$ cat config.mk
export PLATFORM = sky130hd
export DESIGN_NAME = pm_pin_function_mux
export DESIGN_NICKNAME = d
export VERILOG_FILES = /design/src/rtl/pm_mux_pkg.sv /design/src/rtl/pm_pin_function_mux.sv /design/src/rtl/pm_sync.sv
export SDC_FILE = /design/constraint.sdc
export NUM_CORES = 1
export LEC_CHECK = 0
export CORE_MARGIN = 4
export CORE_UTILIZATION = 35
export CTS_CLUSTER_SIZE = 40
export DETAILED_ROUTE_END_ITERATION = 8
export DONT_BUFFER_PORTS = 1
export PLACE_DENSITY = 0.54
export SLEW_MARGIN = 20
export SYNTH_ARGS = -nofsm -noshare
export SYNTH_HDL_FRONTEND = slang
export SYNTH_HIERARCHICAL = 1
export SYNTH_SLANG_ARGS = --single-unit
$ cat constraint.sdc
create_clock -name sys_clk_i -period 1.8 [get_ports sys_clk_i]
set_clock_uncertainty 0.05 [all_clocks]
set_input_delay 0.36 -clock sys_clk_i [delete_from_list [all_inputs] [get_ports sys_clk_i]]
set_output_delay 0.36 -clock sys_clk_i [all_outputs]
set_load 0.01 [all_outputs]
$ cat src/rtl/pm_mux_pkg.sv
/*
 * constants for the power-management pin function mux.
 * assumes a single 100 MHz system clock and active-low async reset.
 */
// Summary of operation
// RULE1: event two polarity set by config bit
// RULE2: shared pin event input or dma ack bit1
// RULE3: reset default selects event and battery inputs
// RULE4: suspend input requests smi, always resumes; code resumes only while suspend_active_i
// RULE5: no ide: indicator low during suspend
// RULE6: ide strap: pin enables command buffer
// RULE7: select gp io 0 or master request
// RULE8: select gp io 1 or zero wait input
// RULE9: compact isa enable drives command strobe
// RULE10: select gp io 2 or full speed flag
// RULE11: select bit makes pin at clock source
// RULE12: select bit drives address buffer enable
// RULE13: select gp io 3 or stop grant input
// RULE14: latch strobe captures twelve power controls
// RULE15: strobe pulses during reset to preset latch
// RULE16: configure shared master pin as ring indicator; code takes ring only from ring_or_select_n_i, with compact_isa_en_i off
// RULE17: compact isa off: ring input resumes system
// RULE18: peripheral asserts select after address decode
// RULE19: select may suppress isa command lines
// RULE20: backoff between cycles becomes interrupt
// RULE21: clock run restarts stopped at clock
// RULE22: all async pin inputs synchronised first
package pm_mux_pkg;
    // reset value of the pin-select bit (event inputs, not dma ack)
    localparam logic dma_ack_sel_rst = 1'b0;
    // reset preset pulse length in clocks
    localparam int preset_pulse_cycles = 4;
    // number of peripheral power controls
    localparam int power_ctl_width = 12;
    // synchroniser indices
    localparam int sync_event_two = 0;
    localparam int sync_susp = 1;
    localparam int sync_ring = 2;
    localparam int sync_select = 3;
    localparam int sync_backoff = 4;
    localparam int sync_clock_run_request_n = 5;
    localparam int sync_grant = 6;
    localparam int sync_zws = 7;
    localparam int sync_local_master_request_n = 8;
    localparam int sync_width = 9;
endpackage : pm_mux_pkg

$ cat src/rtl/pm_pin_function_mux.sv
/*
 * power-management and miscellaneous pin function mux.
 * assumes config bits come from registers on sys_clk_i; pins are async.
 */
`timescale 1ns/1ns
module pm_pin_function_mux #(
    parameter int PRESET_CYCLES = pm_mux_pkg::preset_pulse_cycles,
    parameter int PWR_W = pm_mux_pkg::power_ctl_width
) (
    // clock and reset
    input wire logic sys_clk_i,
    input wire logic reset_n_i,
    // configuration bits
    input wire logic event_two_invert_i,
    input wire logic dma_ack_pin_sel_i,
    input wire logic master_req_sel_i,
    input wire logic zero_wait_sel_i,
    input wire logic full_speed_sel_i,
    input wire logic at_clk_src_sel_i,
    input wire logic addr_buf_sel_i,
    input wire logic stop_grant_sel_i,
    input wire logic compact_isa_en_i,
    input wire logic cmd_suppress_en_i,
    input wire logic ide_strap_i,
    // internal state from other blocks
    input wire logic suspend_active_i,
    input wire logic cpu_full_speed_i,
    input wire logic encoded_dma_ack_bit1_i,
    input wire logic ide_cmd_buffer_enable_i,
    input wire logic addr_buffer_in_use_i,
    input wire logic compact_cmd_i,
    input wire logic local_master_request_i,
    input wire logic stop_clock_broadcast_done_i,
    input wire logic power_latch_req_i,
    input wire logic [PWR_W-1:0] power_ctl_value_i,
    input wire logic [3:0] gp_io_out_i,
    input wire logic [3:0] gp_io_oe_i,
    // pins in
    input wire logic ext_pm_event_two_i,
    input wire logic suspend_resume_in_i,
    input wire logic ring_or_select_n_i,
    input wire logic [3:0] gp_io_pin_i,
    input wire logic at_clock_source_in_i,
    // pins out
    output logic ext_pm_event_two_oe_o,
    output logic encoded_dma_ack_bit1_o,
    output logic suspend_indicator_n_o,
    output logic [3:0] gp_io_pin_o,
    output logic [3:0] gp_io_pin_oe_o,
    output logic addr_buffer_enable_n_o,
    output logic periph_power_latch_strobe_o,
    output logic [PWR_W-1:0] memory_address_lines_o,
    // decoded status toward other blocks
    output logic pm_event_two_o,
    output logic suspend_smi_req_o,
    output logic resume_req_o,
    output logic zero_wait_state_o,
    output logic stop_clock_grant_o,
    output logic at_clock_source_o,
    output logic local_master_req_in_o,
    output logic [3:0] gp_io_in_o,
    output logic isa_cmd_inhibit_o,
    output logic backoff_irq_o,
    output logic at_clock_run_o
);
    ////////////////////////////////////////////////////////////////////////
    // synchronisers

    localparam int SW = pm_mux_pkg::sync_width;
    logic [SW-1:0] pins_raw;
    logic [SW-1:0] pins_s;
    logic [3:0] gp_s;

    // gather async pins
    always_comb begin
        pins_raw = '1;
        pins_raw[pm_mux_pkg::sync_event_two] = ext_pm_event_two_i;
        pins_raw[pm_mux_pkg::sync_susp] = suspend_resume_in_i;
        pins_raw[pm_mux_pkg::sync_ring] = ring_or_select_n_i;
        pins_raw[pm_mux_pkg::sync_select] = ring_or_select_n_i;
        pins_raw[pm_mux_pkg::sync_backoff] = ring_or_select_n_i;
        pins_raw[pm_mux_pkg::sync_clock_run_request_n] = ring_or_select_n_i;
        pins_raw[pm_mux_pkg::sync_grant] = gp_io_pin_i[3];
        pins_raw[pm_mux_pkg::sync_zws] = gp_io_pin_i[1];
        pins_raw[pm_mux_pkg::sync_local_master_request_n] = gp_io_pin_i[0];
    end

    // RULE22: async pin synchronisers
    pm_sync #(
        .WIDTH(SW),
        .RESET_VAL({SW{1'b1}})
    ) u_pin_sync (
        .sys_clk_i(sys_clk_i),
        .reset_n_i(reset_n_i),
        .async_i(pins_raw),
        .sync_o(pins_s)
    );

    // RULE22: gp io and at clock source synchronisers
    logic at_src_s;
    pm_sync #(
        .WIDTH(5),
        .RESET_VAL(5'h00)
    ) u_gp_sync (
        .sys_clk_i(sys_clk_i),
        .reset_n_i(reset_n_i),
        .async_i({at_clock_source_in_i, gp_io_pin_i}),
        .sync_o({at_src_s, gp_s})
    );

    ////////////////////////////////////////////////////////////////////////
    // state

    typedef enum logic [2:0] {
        LATCH_PRESET = 3'b001,
        LATCH_IDLE = 3'b010,
        LATCH_PULSE = 3'b100
    } latch_state_t;

    typedef struct packed {
        latch_state_t latch_st;
        logic [7:0] preset_cnt;
        logic strobe;
        logic [PWR_W-1:0] ma;
        logic sel_prev;
        logic cmd_inhibit;
        logic backoff_irq;
        logic clock_run;
        logic at_clk_stopped;
        logic susp_prev;
        logic smi_req;
        logic resume;
        logic ring_prev;
    } mux_state_t;

    mux_state_t state_r;
    mux_state_t state_nxt;

    logic sel_n;
    logic ring_n;
    assign sel_n = pins_s[pm_mux_pkg::sync_select];
    assign ring_n = pins_s[pm_mux_pkg::sync_ring];

    ////////////////////////////////////////////////////////////////////////
    // next-state logic

    always_comb begin
        state_nxt = state_r;
        state_nxt.smi_req = 1'b0;
        state_nxt.resume = 1'b0;
        state_nxt.backoff_irq = 1'b0;
        state_nxt.clock_run = 1'b0;
        state_nxt.susp_prev = pins_s[pm_mux_pkg::sync_susp];
        state_nxt.ring_prev = ring_n;
        state_nxt.sel_prev = sel_n;

        // RULE15: preset pulse after reset, then RULE14 latch strobes
        case (state_r.latch_st)
            LATCH_PRESET: begin
                state_nxt.strobe = 1'b1;
                state_nxt.ma = '0;
                if (state_r.preset_cnt == 8'(PRESET_CYCLES - 1)) begin
                    state_nxt.latch_st = LATCH_IDLE;
                    state_nxt.strobe = 1'b0;
                end else begin
                    state_nxt.preset_cnt = state_r.preset_cnt + 8'h01;
                end
            end
            LATCH_IDLE: begin
                state_nxt.strobe = 1'b0;
                if (power_latch_req_i) begin
                    state_nxt.ma = power_ctl_value_i;
                    state_nxt.latch_st = LATCH_PULSE;
                end
            end
            LATCH_PULSE: begin
                // data set up one cycle before the strobe
                state_nxt.strobe = 1'b1;
                state_nxt.latch_st = LATCH_IDLE;
            end
            default: begin
                state_nxt.latch_st = LATCH_IDLE;
                state_nxt.strobe = 1'b0;
            end
        endcase

        // RULE4: suspend falling edge asks smi, any edge resumes while suspend_active_i
        if (state_r.susp_prev && !pins_s[pm_mux_pkg::sync_susp]) begin
            state_nxt.smi_req = 1'b1;
        end
        if (state_r.susp_prev != pins_s[pm_mux_pkg::sync_susp] && suspend_active_i) begin
            state_nxt.resume = 1'b1;
        end

        // RULE17: ring indicator resumes from suspend
        if (!compact_isa_en_i && state_r.ring_prev && !ring_n && suspend_active_i) begin
            state_nxt.resume = 1'b1;
        end

        if (compact_isa_en_i) begin
            // RULE19: select held low inhibits command lines
            state_nxt.cmd_inhibit = cmd_suppress_en_i && !sel_n && !compact_cmd_i;
            // RULE20: backoff falling edge between cycles
            if (state_r.sel_prev && !sel_n && !compact_cmd_i) begin
                state_nxt.backoff_irq = 1'b1;
            end
            // RULE21: clock run restarts stopped at clock
            if (state_r.at_clk_stopped && !pins_s[pm_mux_pkg::sync_clock_run_request_n]) begin
                state_nxt.at_clk_stopped = 1'b0;
                state_nxt.clock_run = 1'b1;
            end
            // a fresh broadcast outranks a restart in the same cycle
            if (stop_clock_broadcast_done_i) begin
                state_nxt.at_clk_stopped = 1'b1;
            end
        end else begin
            state_nxt.cmd_inhibit = 1'b0;
            state_nxt.at_clk_stopped = 1'b0;
        end
    end

    // state register
    always_ff @(posedge sys_clk_i or negedge reset_n_i) begin
        if (!reset_n_i) begin
            state_r <= '{latch_st: LATCH_PRESET, preset_cnt: 8'h00, strobe: 1'b1,
                         ma: '0, sel_prev: 1'b1, cmd_inhibit: 1'b0,
                         backoff_irq: 1'b0, clock_run: 1'b0, at_clk_stopped: 1'b0,
                         susp_prev: 1'b1, smi_req: 1'b0, resume: 1'b0,
                         ring_prev: 1'b1};
        end else begin
            state_r <= state_nxt;
        end
    end

    ////////////////////////////////////////////////////////////////////////
    // pin muxing

    // RULE3: shared pins stay event inputs until the preset ends
    logic dma_sel_eff;
    assign dma_sel_eff = (state_r.latch_st == LATCH_PRESET) ? pm_mux_pkg::dma_ack_sel_rst :
        dma_ack_pin_sel_i;

    // RULE1: event two polarity
    assign pm_event_two_o = !dma_sel_eff &&
        (pins_s[pm_mux_pkg::sync_event_two] ^ event_two_invert_i);
    // RULE2: dma ack bit1 drive when selected
    assign ext_pm_event_two_oe_o = dma_sel_eff;
    assign encoded_dma_ack_bit1_o = dma_sel_eff & encoded_dma_ack_bit1_i;

    // RULE5: suspend indication, RULE6: ide buffer enable
    assign suspend_indicator_n_o = ide_strap_i ? ide_cmd_buffer_enable_i : !suspend_active_i;

    // gp io pin drive per function
    always_comb begin
        gp_io_pin_o = gp_io_out_i;
        gp_io_pin_oe_o = gp_io_oe_i;
        // RULE7: master request on pin 0
        if (master_req_sel_i) begin
            gp_io_pin_o[0] = !local_master_request_i;
            gp_io_pin_oe_o[0] = local_master_request_i;
        end
        // RULE9: compact command strobe, RULE8: zero wait input
        if (compact_isa_en_i) begin
            gp_io_pin_o[1] = !compact_cmd_i;
            gp_io_pin_oe_o[1] = 1'b1;
        end else if (zero_wait_sel_i) begin
            gp_io_pin_o[1] = 1'b1;
            gp_io_pin_oe_o[1] = 1'b0;
        end
        // RULE10: full speed flag, RULE11: at clock source input
        if (at_clk_src_sel_i) begin
            gp_io_pin_o[2] = 1'b0;
            gp_io_pin_oe_o[2] = 1'b0;
        end else if (full_speed_sel_i) begin
            gp_io_pin_o[2] = cpu_full_speed_i;
            gp_io_pin_oe_o[2] = 1'b1;
        end
        // RULE13: stop grant input
        if (stop_grant_sel_i) begin
            gp_io_pin_o[3] = 1'b1;
            gp_io_pin_oe_o[3] = 1'b0;
        end
    end

    assign gp_io_in_o = gp_s;
    assign local_master_req_in_o = master_req_sel_i && !pins_s[pm_mux_pkg::sync_local_master_request_n];
    assign zero_wait_state_o = !compact_isa_en_i && zero_wait_sel_i &&
        !pins_s[pm_mux_pkg::sync_zws];
    assign stop_clock_grant_o = stop_grant_sel_i && !pins_s[pm_mux_pkg::sync_grant];
    assign at_clock_source_o = at_clk_src_sel_i && at_src_s;

    // RULE12: address buffer enable when in use
    assign addr_buffer_enable_n_o = addr_buf_sel_i ? !addr_buffer_in_use_i : 1'b1;

    // registered event and latch outputs
    assign periph_power_latch_strobe_o = state_r.strobe;
    assign memory_address_lines_o = state_r.ma;
    assign suspend_smi_req_o = state_r.smi_req;
    assign resume_req_o = state_r.resume;
    assign isa_cmd_inhibit_o = state_r.cmd_inhibit;
    assign backoff_irq_o = state_r.backoff_irq;
    assign at_clock_run_o = state_r.clock_run;

    ////////////////////////////////////////////////////////////////////////
    // assertions

    a_preset_strobe: assert property (@(posedge sys_clk_i) // RULE15
        $rose(reset_n_i) |-> periph_power_latch_strobe_o)
        else $error("latch strobe not high after reset");
    a_latch_capture: assert property (@(posedge sys_clk_i) disable iff (!reset_n_i) // RULE14
        (state_r.latch_st == LATCH_IDLE && power_latch_req_i) |=> ##1
        (periph_power_latch_strobe_o && memory_address_lines_o == $past(power_ctl_value_i, 2)))
        else $error("latch strobe missing value");
    a_event_polarity: assert property (@(posedge sys_clk_i) disable iff (!reset_n_i) // RULE1
        !dma_sel_eff |-> pm_event_two_o ==
        (pins_s[pm_mux_pkg::sync_event_two] ^ event_two_invert_i))
        else $error("event two polarity wrong");
    a_dma_ack_drive: assert property (@(posedge sys_clk_i) disable iff (!reset_n_i) // RULE2
        dma_sel_eff |-> ext_pm_event_two_oe_o && !pm_event_two_o)
        else $error("dma ack pin not driven");
    a_suspend_ind: assert property (@(posedge sys_clk_i) disable iff (!reset_n_i) // RULE5
        !ide_strap_i |-> suspend_indicator_n_o == !suspend_active_i)
        else $error("suspend indicator wrong");
    a_smi_request: assert property (@(posedge sys_clk_i) disable iff (!reset_n_i) // RULE4
        $fell(pins_s[pm_mux_pkg::sync_susp]) |=> suspend_smi_req_o)
        else $error("suspend smi missing");
    a_ring_resume: assert property (@(posedge sys_clk_i) disable iff (!reset_n_i) // RULE17
        (!compact_isa_en_i && suspend_active_i && $fell(ring_n)) |=> resume_req_o)
        else $error("ring resume missing");
    a_clock_restart: assert property (@(posedge sys_clk_i) disable iff (!reset_n_i) // RULE21
        (compact_isa_en_i && state_r.at_clk_stopped && !pins_s[pm_mux_pkg::sync_clock_run_request_n])
        |=> at_clock_run_o && state_r.at_clk_stopped == $past(stop_clock_broadcast_done_i))
        else $error("clock run ignored");
    a_gp_default: assert property (@(posedge sys_clk_i) disable iff (!reset_n_i) // RULE13
        stop_grant_sel_i |-> !gp_io_pin_oe_o[3])
        else $error("grant pin driven");
    a_reset_default: assert property (@(posedge sys_clk_i) // RULE3
        state_r.latch_st == LATCH_PRESET |-> !ext_pm_event_two_oe_o && !encoded_dma_ack_bit1_o)
        else $error("shared pins left the event default");
    a_backoff_irq: assert property (@(posedge sys_clk_i) disable iff (!reset_n_i) // RULE20
        (compact_isa_en_i && !compact_cmd_i && $fell(sel_n)) |=> backoff_irq_o)
        else $error("backoff interrupt missing");
endmodule // pm_pin_function_mux

$ cat src/rtl/pm_sync.sv
/*
 * two-flop synchroniser bank for asynchronous pin inputs.
 * assumes inputs come from pins outside the clock domain.
 */
`timescale 1ns/1ns
module pm_sync #(
    parameter int WIDTH = 1,
    parameter logic [WIDTH-1:0] RESET_VAL = '0
) (
    // clock and reset
    input wire logic sys_clk_i,
    input wire logic reset_n_i,
    // data
    input wire logic [WIDTH-1:0] async_i,
    output logic [WIDTH-1:0] sync_o
);
    typedef struct packed {
        logic [WIDTH-1:0] meta;
        logic [WIDTH-1:0] stable;
    } sync_state_t;

    sync_state_t state_r;
    sync_state_t state_nxt;

    // shift through two stages
    always_comb begin
        state_nxt.meta = async_i;
        state_nxt.stable = state_r.meta;
    end

    // state register
    always_ff @(posedge sys_clk_i or negedge reset_n_i) begin
        if (!reset_n_i) begin
            state_r <= {RESET_VAL, RESET_VAL};
        end else begin
            state_r <= state_nxt;
        end
    end

    assign sync_o = state_r.stable;
endmodule // pm_sync

# Word level (Yosys, flattened, before mapping)
# Index checks and enable logic that the tools add are counted.
dict set report classes {
  n_mux 31
  reduce_logical 33
  bitwise_logic 3
  addsub 1
  n_eq_ne 8
}
# op n
set ops {}
lappend ops {{$pmux 12 s2} 1}
lappend ops {{$mux 1} 23}
lappend ops {{$logic_and 1x1->1} 16}
lappend ops {{$logic_not 1->1} 13}
lappend ops {{$mux 12} 1}
lappend ops {{$add 8x1->8 const B} 1}
lappend ops {{$eq 8x2->1 const B} 1}
lappend ops {{$mux 3} 2}
lappend ops {{$pmux 3 s2} 1}
lappend ops {{$reduce_and 2->1} 3}
lappend ops {{$mux 2} 2}
lappend ops {{$ne 2x2->1 const B} 2}
lappend ops {{$eq 3x1->1 const B} 1}
lappend ops {{$eq 3x2->1 const B} 1}
lappend ops {{$eq 3x3->1 const B} 1}
lappend ops {{$ne 3x1->1 const B} 1}
lappend ops {{$pmux 1 s2} 1}
lappend ops {{$reduce_bool 2->1} 1}
lappend ops {{$and 1x1->1} 1}
lappend ops {{$ne 1x1->1} 1}
lappend ops {{$not 1->1} 1}
lappend ops {{$xor 1x1->1} 1}
dict set report totals {
  regBits 61
  inputBits 50
  output_inout_bits 39
  wordCells 93
}

# Depth between registers and ports, before layout
# Gate-level depths: netlist (run 1).
dict set report depth {
  ltp_word 5
  ltp_mapped 4
  depth_no_buf 4
}

# Cells and area by module
# The synthesis (run 1) kept the hierarchy.
# mod n_inst seq_area_each_um2 area_per_inst_um2 cells_each
set by_module_without_submodules {}
lappend by_module_without_submodules {pm_pin_function_mux 1 832.0 1642.8 154}
lappend by_module_without_submodules {{pm_sync (u_pin_sync)} 1 473.0 473.0 18}
lappend by_module_without_submodules {{pm_sync (u_gp_sync)} 1 250.2 250.2 10}

# Worst setup path after synthesis (run 1)
# No wires, ideal clock.
dict set report synth_path {
  kind {flip-flop to output port}
  from {register state_r[30] (netlist name)}
  to {output port pm_event_two_o}
  t_arrival_ns 1.330
  path_stages_with_launch 4
  path_slack_ns 0.060
  path_buffers 0
  required_time_ns 1.390
  cell_sequence {dfstp_2 or3b_1 and2_1 nor2_1}
}
dict set report synth_between {
  elab_chain_cells 4
}
# element line_no
set synth_lines {}
lappend synth_lines {{start: declaration} pm_pin_function_mux.sv:136} ;# mux_state_t state_r;
lappend synth_lines {{start signal: assignment} pm_pin_function_mux.sv:225} ;# state_r <= '{latch_st: LATCH_PRESET, preset_cnt: 8'h00, strobe: 1'b1,
lappend synth_lines {{start signal: assignment} pm_pin_function_mux.sv:231} ;# state_r <= state_nxt;
lappend synth_lines {{$eq 3x1->1} pm_pin_function_mux.sv:240} ;# assign dma_sel_eff = (state_r.latch_st == LATCH_PRESET) ? pm_mux_pkg::dma_ack_sel_rst :
lappend synth_lines {{$mux 1} pm_pin_function_mux.sv:240}
lappend synth_lines {{named net ext_pm_event_two_oe_o} pm_pin_function_mux.sv:45} ;# output logic ext_pm_event_two_oe_o,
lappend synth_lines {{$logic_not 1->1} pm_pin_function_mux.sv:244} ;# assign pm_event_two_o = !dma_sel_eff &&
lappend synth_lines {{$logic_and 1x1->1} pm_pin_function_mux.sv:244}
lappend synth_lines {{end: declaration} pm_pin_function_mux.sv:54} ;# output logic pm_event_two_o,
# The timed path passes the listed nets, and every way through them passes these cells.

# Final worst setup path (run 1)
dict set report layout_path {
  from {register state_r[30] (netlist name)}
  to {output port ext_pm_event_two_oe_o}
}
dict set report layout_between {
  elab_chain_cells 2
}
# element line_no
set layout_lines {}
lappend layout_lines {{$eq 3x1->1} pm_pin_function_mux.sv:240}
lappend layout_lines {{$mux 1} pm_pin_function_mux.sv:240}
lappend layout_lines {{end: declaration} pm_pin_function_mux.sv:45}
# Every way passes these cells.

==> flow_metrics.py, run 1 <==
metrics = {
    "pwr": {
        "clkPwrFrac_pct": 37.0,
        "internal_power_mw": 2.13,
        "sequentialPowerShare_pct": 54.6,
        "sw_frac_of_total_pct": 25.2,
        "power_density_mw_per_mm2": 1050,
        "p_switching_mw": 0.718,
        "ir_drop_uv": 402,
        "leakage_nw": 1.24,
        "combPwrFrac_pct": 8.4,
    },
    "clocking": {
        "cts.sinks": 59,
        "clock_path_buffers": 2,
        "h-tree-depth": 3,
        "clk_latency_ns": 0.32,
        "root_buffer": "clkbuf_8",
        "cts_tree": "done",
        "clk_transition_reported_paths_ns": 0.07,
        "cts_buffers": 9,
    },
    "job": {
        "cap_viol_max_count": 0,
    },
    "critical_path": {
        "crit_arrival_ns": 1.51,
        "cp-end-kind": "primary output",
        "crit_required_ns": 1.39,
        "startpoint_type": "flip-flop",
        "criticalPathCategory": "reg2out",
        "cp_max_fo": 2,
    },
    "final_layout": {
        "final_cell_mix": "38 x dfrtp_1, 21 x dfstp_2, 16 x inv_1, 16 x nand2_1, 14 x mux2i_1",
        "area.growth.synth_to_final_pct": 17.6,
        "antenna_cells": 0,
        "final_common_cell": "dfrtp_1",
        "register_area_mm2": 0.00150,
        "finish.utilization_pct": 42.6,
        "drive_gt1_share_pct": 29.4,
        "instances_no_fill": 278,
        "multi_input_area_um2": 688,
        "fill_cells": 593,
        "nets": 248,
    },
    "status": {
        "violations": "negative setup slack",
        "status": "finished with violations",
    },
    "route": {
        "drt_iter0_drc": 63,
        "routed_via_density": 4.80,
        "post_drt_wl_per_cell_um": 14.9,
        "num_vias": 1335,
        "ant_nets": 0,
        "drc_errors": 0,
        "routed_wl_mm": 4.14,
        "dr.pass1.iters": 4,
    },
    "timing": {
        "fin_ws_ns": -0.123,
        "period_minus_slack_ns": 1.92,
        "slew-limit-headroom_pct": 75.4,
        "setup_tns_ns": -0.348,
        "slew_viol_final": 0,
        "fin_crit_sh_pct": 107,
        "finalSetupViolCount": 3,
        "holdWs_ns": 0.0465,
        "hold_viol_final": 0,
        "worst_pin_slew_ns": 0.366,
        "max_freq_mhz": 520,
        "rsz0062_at_grt": "yes",
    },
    "place": {
        "dpl_worst_slack_ns": 0.0949,
        "dp_hpwl_mm": 2.98,
        "portBuffers": 0,
        "placed_cells_incl_taps": 251,
        "place_congestion": 0.683,
    },
    "floorplanning": {
        "die_w_um": 89.3,
        "core_mm2": 0.00639,
        "initial_core_util_pct": 36.2,
        "dieHeight_um": 89.3,
        "num_io_pins": 89,
        "dieArea_mm2": 0.00797,
        "rows": 29,
    },
    "grt": {
        "grt_overflow": 0,
        "track_usage_pct": 11.5,
        "grt_start_max_net_pins": 60,
        "grt_pass1_wl_mm": 6.76,
        "grt_pass1_vias": 1380,
        "grt_antenna_before_repair": 0,
    },
    "synth": {
        "avgSynthCellArea_um2": 12.9,
        "syn_inst": 180,
        "syn_area_mm2": 0.00231,
        "syn_nets": 232,
        "synth.yosys.warnings": 6,
    },
    "hold_path": {
        "hold_path.class": "in2reg",
    },
}
[worst paths after layout]
| check | start | endpoint | slack, ns | cells past startpoint |
|---|---|---|---|---|
| max reg2reg | state_r[30] | state_r[27] | 0.08 | 5 |
| min in group asynchronous | reset_n_i | state_r[22] | 0.50 | 2 |
| min | compact_cmd_i | backoff_irq_o | 0.05 | 1 |
| max | state_r[30] | ext_pm_event_two_oe_o | -0.12 | 3 |
| min reg2reg | u_gp_sync/state_nxt[0] | u_gp_sync/sync_o[0] | 0.30 | 0 |
| max in group asynchronous | reset_n_i | state_r[3] | 0.89 | 2 |
[routing by layer]
metal	global-route usage, %	vias up	share of wire [%]
li1	-	611	-
met1	13.6	644	39
met2	16.9	68	49
met3	5.44	12	9.6
met4	7.31	0	2.2
met5	0	-	0
[registers in the layout (all words and copies together), names as in the netlist]
| name | count |
|---|---|
| at_clock_run_o | 1 |
| backoff_irq_o | 1 |
| isa_cmd_inhibit_o | 1 |
| memory_address_lines_o | 12 |
| periph_power_latch_strobe_o | 1 |
| resume_req_o | 1 |
| state_r | 15 |
| suspend_smi_req_o | 1 |
| u_gp_sync/state_nxt | 5 |
| u_gp_sync/sync_o | 5 |
| u_pin_sync/state_nxt | 8 |
| u_pin_sync/sync_o | 8 |
[worst max-delay path, cell delays in order, from the launching register on]
cell,delay (ns)
dfstp_2,0.53
or3b_4,0.38
and2_4,0.16
buf_6,0.12
[stage by stage]
| stage | area [µm²] | power [mW] |
|---|---|---|
| after CTS | 2710 | 2.92 |
| after global routing | 2720 | 3.04 |
| final | 2720 | 2.85 |
| after floorplan | 2310 | 1.80 |
| after detailed placement | 2370 | 1.77 |
| after global placement | 2370 | 1.76 |
[layout make-up]
| type | count | share of cell area [%] |
|---|---|---|
| inverter | 16 | 2.21 |
| sequential | 59 | 55.2 |
| clock buffer | 12 | 5.70 |
| multi-input combinational | 91 | 25.3 |
| timing repair buffer | 19 | 7.08 |
| tap | 77 | 3.54 |
| clock inverter | 4 | 0.920 |
[power by group through the flow]
stage,Clock [mW],Sequential (mW),Combinational (mW)
final,1.06,1.56,0.238
after global routing,1.18,1.57,0.277
after detailed placement,0,1.58,0.191
after CTS,1.11,1.56,0.247
after global placement,0,1.58,0.181
after floorplan,0,1.52,0.274
[timing repair]
| action | in CTS | in global routing |
|---|---|---|
| setup endpoints to repair | 3 | 4 |
| gates resized for setup | 7 | 2 |
| buffers inserted | 1 | 0 |
| pin swaps | 3 | 2 |
| hold endpoints to repair | 72 | 0 |
| hold buffers | 10 | 0 |
(Power assumes the default switching activity.)
==> run 2: changes to the inputs <==
--- a/config.mk
+++ b/config.mk
@@ -5,12 +5,14 @@
 export SDC_FILE = /design/constraint.sdc
 export NUM_CORES = 1
 export LEC_CHECK = 0
+export CELL_PAD_IN_SITES_DETAIL_PLACEMENT = 0
+export CELL_PAD_IN_SITES_GLOBAL_PLACEMENT = 2
 export CORE_MARGIN = 4
 export CORE_UTILIZATION = 35
 export CTS_CLUSTER_SIZE = 40
 export DETAILED_ROUTE_END_ITERATION = 8
 export DONT_BUFFER_PORTS = 1
-export PLACE_DENSITY = 0.54
+export PLACE_DENSITY = 0.76
 export SLEW_MARGIN = 20
 export SYNTH_ARGS = -nofsm -noshare
 export SYNTH_HDL_FRONTEND = slang
==> run 2 against run 1 <==
Net effect: the flow still finishes with violations (negative setup slack); maximum frequency increased by 0.45%; cell count increased by 0.36%; first-iteration DRC count fell by 48%; critical path depth stayed put; global-route usage fell by 0.14 points; largest cell class unchanged.
==> flow_metrics.py, run 2 (synthesis gave the netlist of run 1 again) <==
metrics = {
    "status": {
        "status": "finished with violations",
        "violations": "negative setup slack",
    },
    "critical_path": {
        "worst_path_max_delay_cell": "dfstp_2",
        "crit_arrival_ns": 1.50,
        "criticalPathCategory": "reg2out",
        "cp-end-kind": "primary output",
        "startpoint_type": "flip-flop",
        "cp_max_fo": 2,
        "rrSetupSlack_ns": 0.07,
        "path_cells": "or3b_4 -> and2_4 -> buf_6",
        "crit_required_ns": 1.39,
        "cpPeakStageDelay_ns": 0.52,
    },
    "floorplanning": {
        "num_io_pins": 89,
        "rows": 29,
        "dieArea_mm2": 0.00797,
        "core_mm2": 0.00639,
        "dieHeight_um": 89.3,
        "initial_core_util_pct": 36.2,
        "die_w_um": 89.3,
    },
    "pwr": {
        "clkPwrFrac_pct": 36.2,
        "combPwrFrac_pct": 8.6,
        "leakage_nw": 1.24,
        "ir_drop_uv": 504,
        "internal_power_mw": 2.13,
        "p_switching_mw": 0.696,
        "sequentialPowerShare_pct": 55.2,
        "power_density_mw_per_mm2": 1040,
        "total_power_mw": 2.82,
        "sw_frac_of_total_pct": 24.7,
    },
    "place": {
        "placed_cells_incl_taps": 252,
        "portBuffers": 0,
        "place_congestion": 0.676,
        "dpl_worst_slack_ns": 0.0817,
        "dp_hpwl_mm": 3.01,
    },
    "job": {
        "cap_viol_max_count": 0,
    },
    "grt": {
        "grt_pass1_vias": 1428,
        "grt_pass1_wl_mm": 6.67,
        "track_usage_pct": 11.4,
        "grt_antenna_before_repair": 0,
        "grt_overflow": 0,
        "grt_start_max_net_pins": 60,
    },
    "route": {
        "ant_nets": 0,
        "post_drt_wl_per_cell_um": 15.4,
        "dr.pass1.iters": 5,
        "routed_via_density": 4.73,
        "num_vias": 1320,
        "drt_iter0_drc": 33,
        "routed_wl_mm": 4.31,
        "drc_errors": 0,
    },
    "final_layout": {
        "largest_reg_flops": 15,
        "final_common_cell": "dfrtp_1",
        "top_register": "state_r",
        "finish.utilization_pct": 42.6,
        "drive_gt1_share_pct": 30.2,
        "antenna_cells": 0,
        "final_cell_mix": "38 x dfrtp_1, 21 x dfstp_2, 16 x inv_1, 16 x nand2_1, 14 x mux2i_1",
        "area.growth.synth_to_final_pct": 17.7,
        "instances_no_fill": 279,
        "nets": 250,
    },
    "timing": {
        "hold_viol_final": 0,
        "slew_viol_final": 0,
        "fin_ws_ns": -0.115,
        "rsz0062_at_grt": "yes",
        "slew-limit-headroom_pct": 75.6,
        "holdWs_ns": 0.0572,
        "period_minus_slack_ns": 1.91,
        "finalSetupViolCount": 3,
        "max_freq_mhz": 522,
        "fin_crit_sh_pct": 106,
        "worst_pin_slew_ns": 0.363,
    },
    "clocking": {
        "h-tree-depth": 3,
        "cts_tree": "done",
        "clk_transition_reported_paths_ns": 0.06,
        "cts_buffers": 9,
        "cts.sinks": 59,
        "clk_latency_ns": 0.32,
        "clock_path_buffers": 2,
        "root_buffer": "clkbuf_8",
    },
    "hold_path": {
        "hold_path.class": "in2reg",
    },
}
## run 2: cell count changes in the layout (fill, tap and decap cells not counted)
cell	before	now
a21oi_1	3	4
clkinvlp_4	2	0
buf_4	7	9
nor3_1	4	3
clkinv_2	2	3
nor4_2	0	1
nor3b_1	2	1
nor3b_2	0	1
nor3_2	0	1
a21oi_2	1	0
nor4_4	1	0
## run 2: layout make-up
class                   count  area (µm²)
inverters                  16        60.1
clock inverters             3        15.0
flip-flops and latches     59        1500
well taps                  77        96.3
multi-input cells          91         686
repair buffers             21         208
fillers                   592        3660
clock buffers              12         155
## run 2: per-layer routing
| layer | part of all wire, % | GRT usage, % |
|---|---|---|
| met1 | 39 | 13.0 |
| met2 | 46 | 17.4 |
| met3 | 13 | 5.25 |
| met4 | 1.8 | 6.77 |
| met5 | 0 | 0 |
## run 2: worst paths after layout
check | end | startpoint | depth (start not counted)
max | ext_pm_event_two_oe_o | state_r[30] | 3
min | backoff_irq_o | compact_cmd_i | 1
max reg2reg | state_r[23] | state_r[25] | 3
min reg2reg | u_gp_sync/sync_o[1] | u_gp_sync/state_nxt[1] | 0
max in group asynchronous | u_pin_sync/sync_o[7] | reset_n_i | 2
min in group asynchronous | state_r[4] | reset_n_i | 2
## run 2: repair_timing
item | in CTS | in global routing
gates resized for setup | 7 | 3
hold buffers | 10 | 0
pin swaps | 3 | 0
endpoints found under the setup margin | 3 | 6
buffers inserted | 1 | 1
cloned | 0 | 0
endpoints found under the hold margin | 72 | 0
## run 2: worst max-delay path: cells and delay by family (launching register included)
| kind | cells | cell delay [ns] |
|---|---|---|
| simple gates | 2 | 0.55 |
| flops | 1 | 0.52 |
| buf+inv | 1 | 0.12 |
## run 2: metrics by stage
| step | setup TNS (ns) | area, µm² |
|---|---|---|
| finish | -0.318 | 2720 |
| global route | -0.486 | 2720 |
| CTS | -0.415 | 2700 |
| detailed placement | 0 | 2380 |
| global placement | 0 | 2380 |
| floorplan | 0 | 2310 |
## run 2: power by group through the flow
stage / registers, mW / clock network, mW / logic [mW]
final: 1.56 / 1.02 / 0.243
after global placement: 1.58 / 0 / 0.184
after CTS: 1.56 / 1.06 / 0.249
after detailed placement: 1.58 / 0 / 0.194
after global routing: 1.57 / 1.13 / 0.282
after floorplan: 1.52 / 0 / 0.274
==> run 3: changes to the inputs <==
--- a/config.mk
+++ b/config.mk
@@ -12,6 +12,7 @@
 export CTS_CLUSTER_SIZE = 40
 export DETAILED_ROUTE_END_ITERATION = 8
 export DONT_BUFFER_PORTS = 1
+export MAX_ROUTING_LAYER = met4
 export PLACE_DENSITY = 0.76
 export SLEW_MARGIN = 20
 export SYNTH_ARGS = -nofsm -noshare
==> run 3 against run 2 <==
Net effect: worst hold slack got worse by 0.0019 ns; largest cell class unchanged; sequential power barely moved; largest power group unchanged; combinational power hardly changed; non-clock buffer count did not move; power grew 0.12%; the run still ends with negative setup slack left; maximum frequency fell by 0.36%; design area is the same.
==> flow_metrics.py, run 3 (synthesis gave the netlist of run 1 again) <==
metrics = {
    "status": {
        "status": "finished with violations",
        "violations": "negative setup slack",
    },
    "grt": {
        "grt_overflow": 0,
        "grt_start_max_net_pins": 60,
        "grt_pass1_vias": 1420,
        "grt_pass1_wl_mm": 6.66,
        "grt_antenna_before_repair": 0,
        "track_usage_pct": 11.8,
    },
    "clocking": {
        "root_buffer": "clkbuf_8",
        "clk_latency_ns": 0.32,
        "cts.sinks": 59,
        "cts_buffers": 9,
        "h-tree-depth": 3,
        "cts_tree": "done",
        "clk_transition_reported_paths_ns": 0.06,
        "clock_path_buffers": 2,
    },
    "final_layout": {
        "top_register": "state_r",
        "multi_input_area_um2": 686,
        "drive_gt1_share_pct": 30.2,
        "final_cell_area_mm2": 0.00272,
        "nets": 250,
        "fill_cells": 592,
        "antenna_cells": 0,
        "register_area_mm2": 0.00150,
        "largest_reg_flops": 15,
        "area.growth.synth_to_final_pct": 17.7,
        "final_cell_mix": "38 x dfrtp_1, 21 x dfstp_2, 16 x inv_1, 16 x nand2_1, 14 x mux2i_1",
        "final_common_cell": "dfrtp_1",
    },
    "critical_path": {
        "cpPeakStageDelay_ns": 0.52,
        "cp-end-kind": "primary output",
        "crit_required_ns": 1.39,
        "criticalPathCategory": "reg2out",
        "critPathTopFamily": "simple AND/OR/NAND/NOR gates",
        "r2r-end": "state_r[29]",
        "cp_max_fo": 2,
        "path_cells": "or3b_4 -> and2_4 -> buf_6",
        "crit_arrival_ns": 1.51,
        "r2r-start": "state_r[30]",
        "crit_buf_inv": 1,
        "startpoint_type": "flip-flop",
        "worst_path_max_delay_cell": "dfstp_2",
        "rrSetupSlack_ns": 0.07,
        "r2r_cells": 5,
    },
    "floorplanning": {
        "core_mm2": 0.00639,
        "rows": 29,
        "num_io_pins": 89,
        "dieHeight_um": 89.3,
        "dieArea_mm2": 0.00797,
        "initial_core_util_pct": 36.2,
        "die_w_um": 89.3,
    },
    "route": {
        "ant_nets": 0,
        "drc_errors": 0,
        "routed_wl_mm": 4.30,
        "dr.pass1.iters": 5,
        "drt_iter0_drc": 28,
        "post_drt_wl_per_cell_um": 15.4,
        "routed_via_density": 4.76,
        "num_vias": 1329,
    },
    "hold_path": {
        "hold_path.class": "in2reg",
        "whs_endpoint": "backoff_irq_o",
        "min_path_cells": 1,
        "worstHoldStart": "compact_cmd_i",
    },
    "pwr": {
        "ir_drop_uv": 506,
        "leakage_nw": 1.24,
        "power_density_mw_per_mm2": 1040,
    },
    "place": {
        "place_congestion": 0.683,
        "dp_hpwl_mm": 3.01,
        "placedInstanceArea_mm2": 0.00238,
        "dpl_worst_slack_ns": 0.0817,
        "portBuffers": 0,
    },
    "timing": {
        "finalSetupViolCount": 3,
        "fin_crit_sh_pct": 107,
        "worst_pin_slew_ns": 0.363,
        "fin_ws_ns": -0.122,
        "hold_viol_final": 0,
        "rsz0062_at_grt": "yes",
        "period_minus_slack_ns": 1.92,
        "max_freq_mhz": 520,
        "slew-limit-headroom_pct": 75.6,
        "slew_viol_final": 0,
    },
    "job": {
        "cap_viol_max_count": 0,
    },
}
[run 3: cell counts in the layout (fill, tap and decap cells not counted)]
Identical to the previous run, type by type.
[run 3: worst max path at each step]
stage | from | cells past startpoint | end | slack [ns]
floorplan | state_r[30] | 3 | pm_event_two_o | 0.06
global placement | state_r[30] | 3 | pm_event_two_o | 0.12
detailed placement | state_r[25] | 3 | state_r[23] | 0.08
CTS | state_r[30] | 3 | ext_pm_event_two_oe_o | -0.15
global route | state_r[30] | 3 | ext_pm_event_two_oe_o | -0.17
finish | state_r[30] | 3 | ext_pm_event_two_oe_o | -0.12
[run 3: routing by layer]
layer  part of all wire [%]  global-route usage (%)  wire (µm)
met4                    1.7                    6.77         72
met1                     38                    13.2       1650
met2                     47                    17.3       2010
met5                      0                       -          0
met3                     13                    5.35        565
[run 3: power breakdown]
part / internal (mW) / switching [mW]
combinational: 0.111 / 0.132
clock: 0.560 / 0.464
sequential: 1.45 / 0.103
total: 2.13 / 0.699
[run 3: worst reg2reg max path: cells and delay by family (launching register included)]
family,cells,cell delay (ns)
and+or+nand+nor,2,0.66
DFF,1,0.52
buffers and inverters,2,0.26
xor gates and xnor gates,1,0.16
[run 3: repair_timing]
item,4_1_cts,5_1_grt
hold buffers,10,0
endpoints found under the setup margin,3,6
setup buffers,1,1
resized for setup,7,3
pin swaps,3,0
endpoints found under the hold margin,72,0
[run 3: cell type report]
type	count	area share, %
sequential	59	55.2
multi-input combinational	91	25.2
timing repair buffer	21	7.63
clock buffer	12	5.70
tap	77	3.54
inverter	16	2.21
clock inverter	3	0.551
[run 3: stage by stage]
stage	std cells	power (mW)	setup TNS [ns]	util [%]	hold WS, ns
global placement	252	1.76	0	37.2	0.0159
CTS	278	2.88	-0.415	42.3	0.0384
finish	279	2.82	-0.339	42.6	0.0553
floorplan	180	1.80	0	-	0.0144
global route	279	2.99	-0.494	42.6	0.0243
detailed placement	252	1.77	0	37.2	0.0157
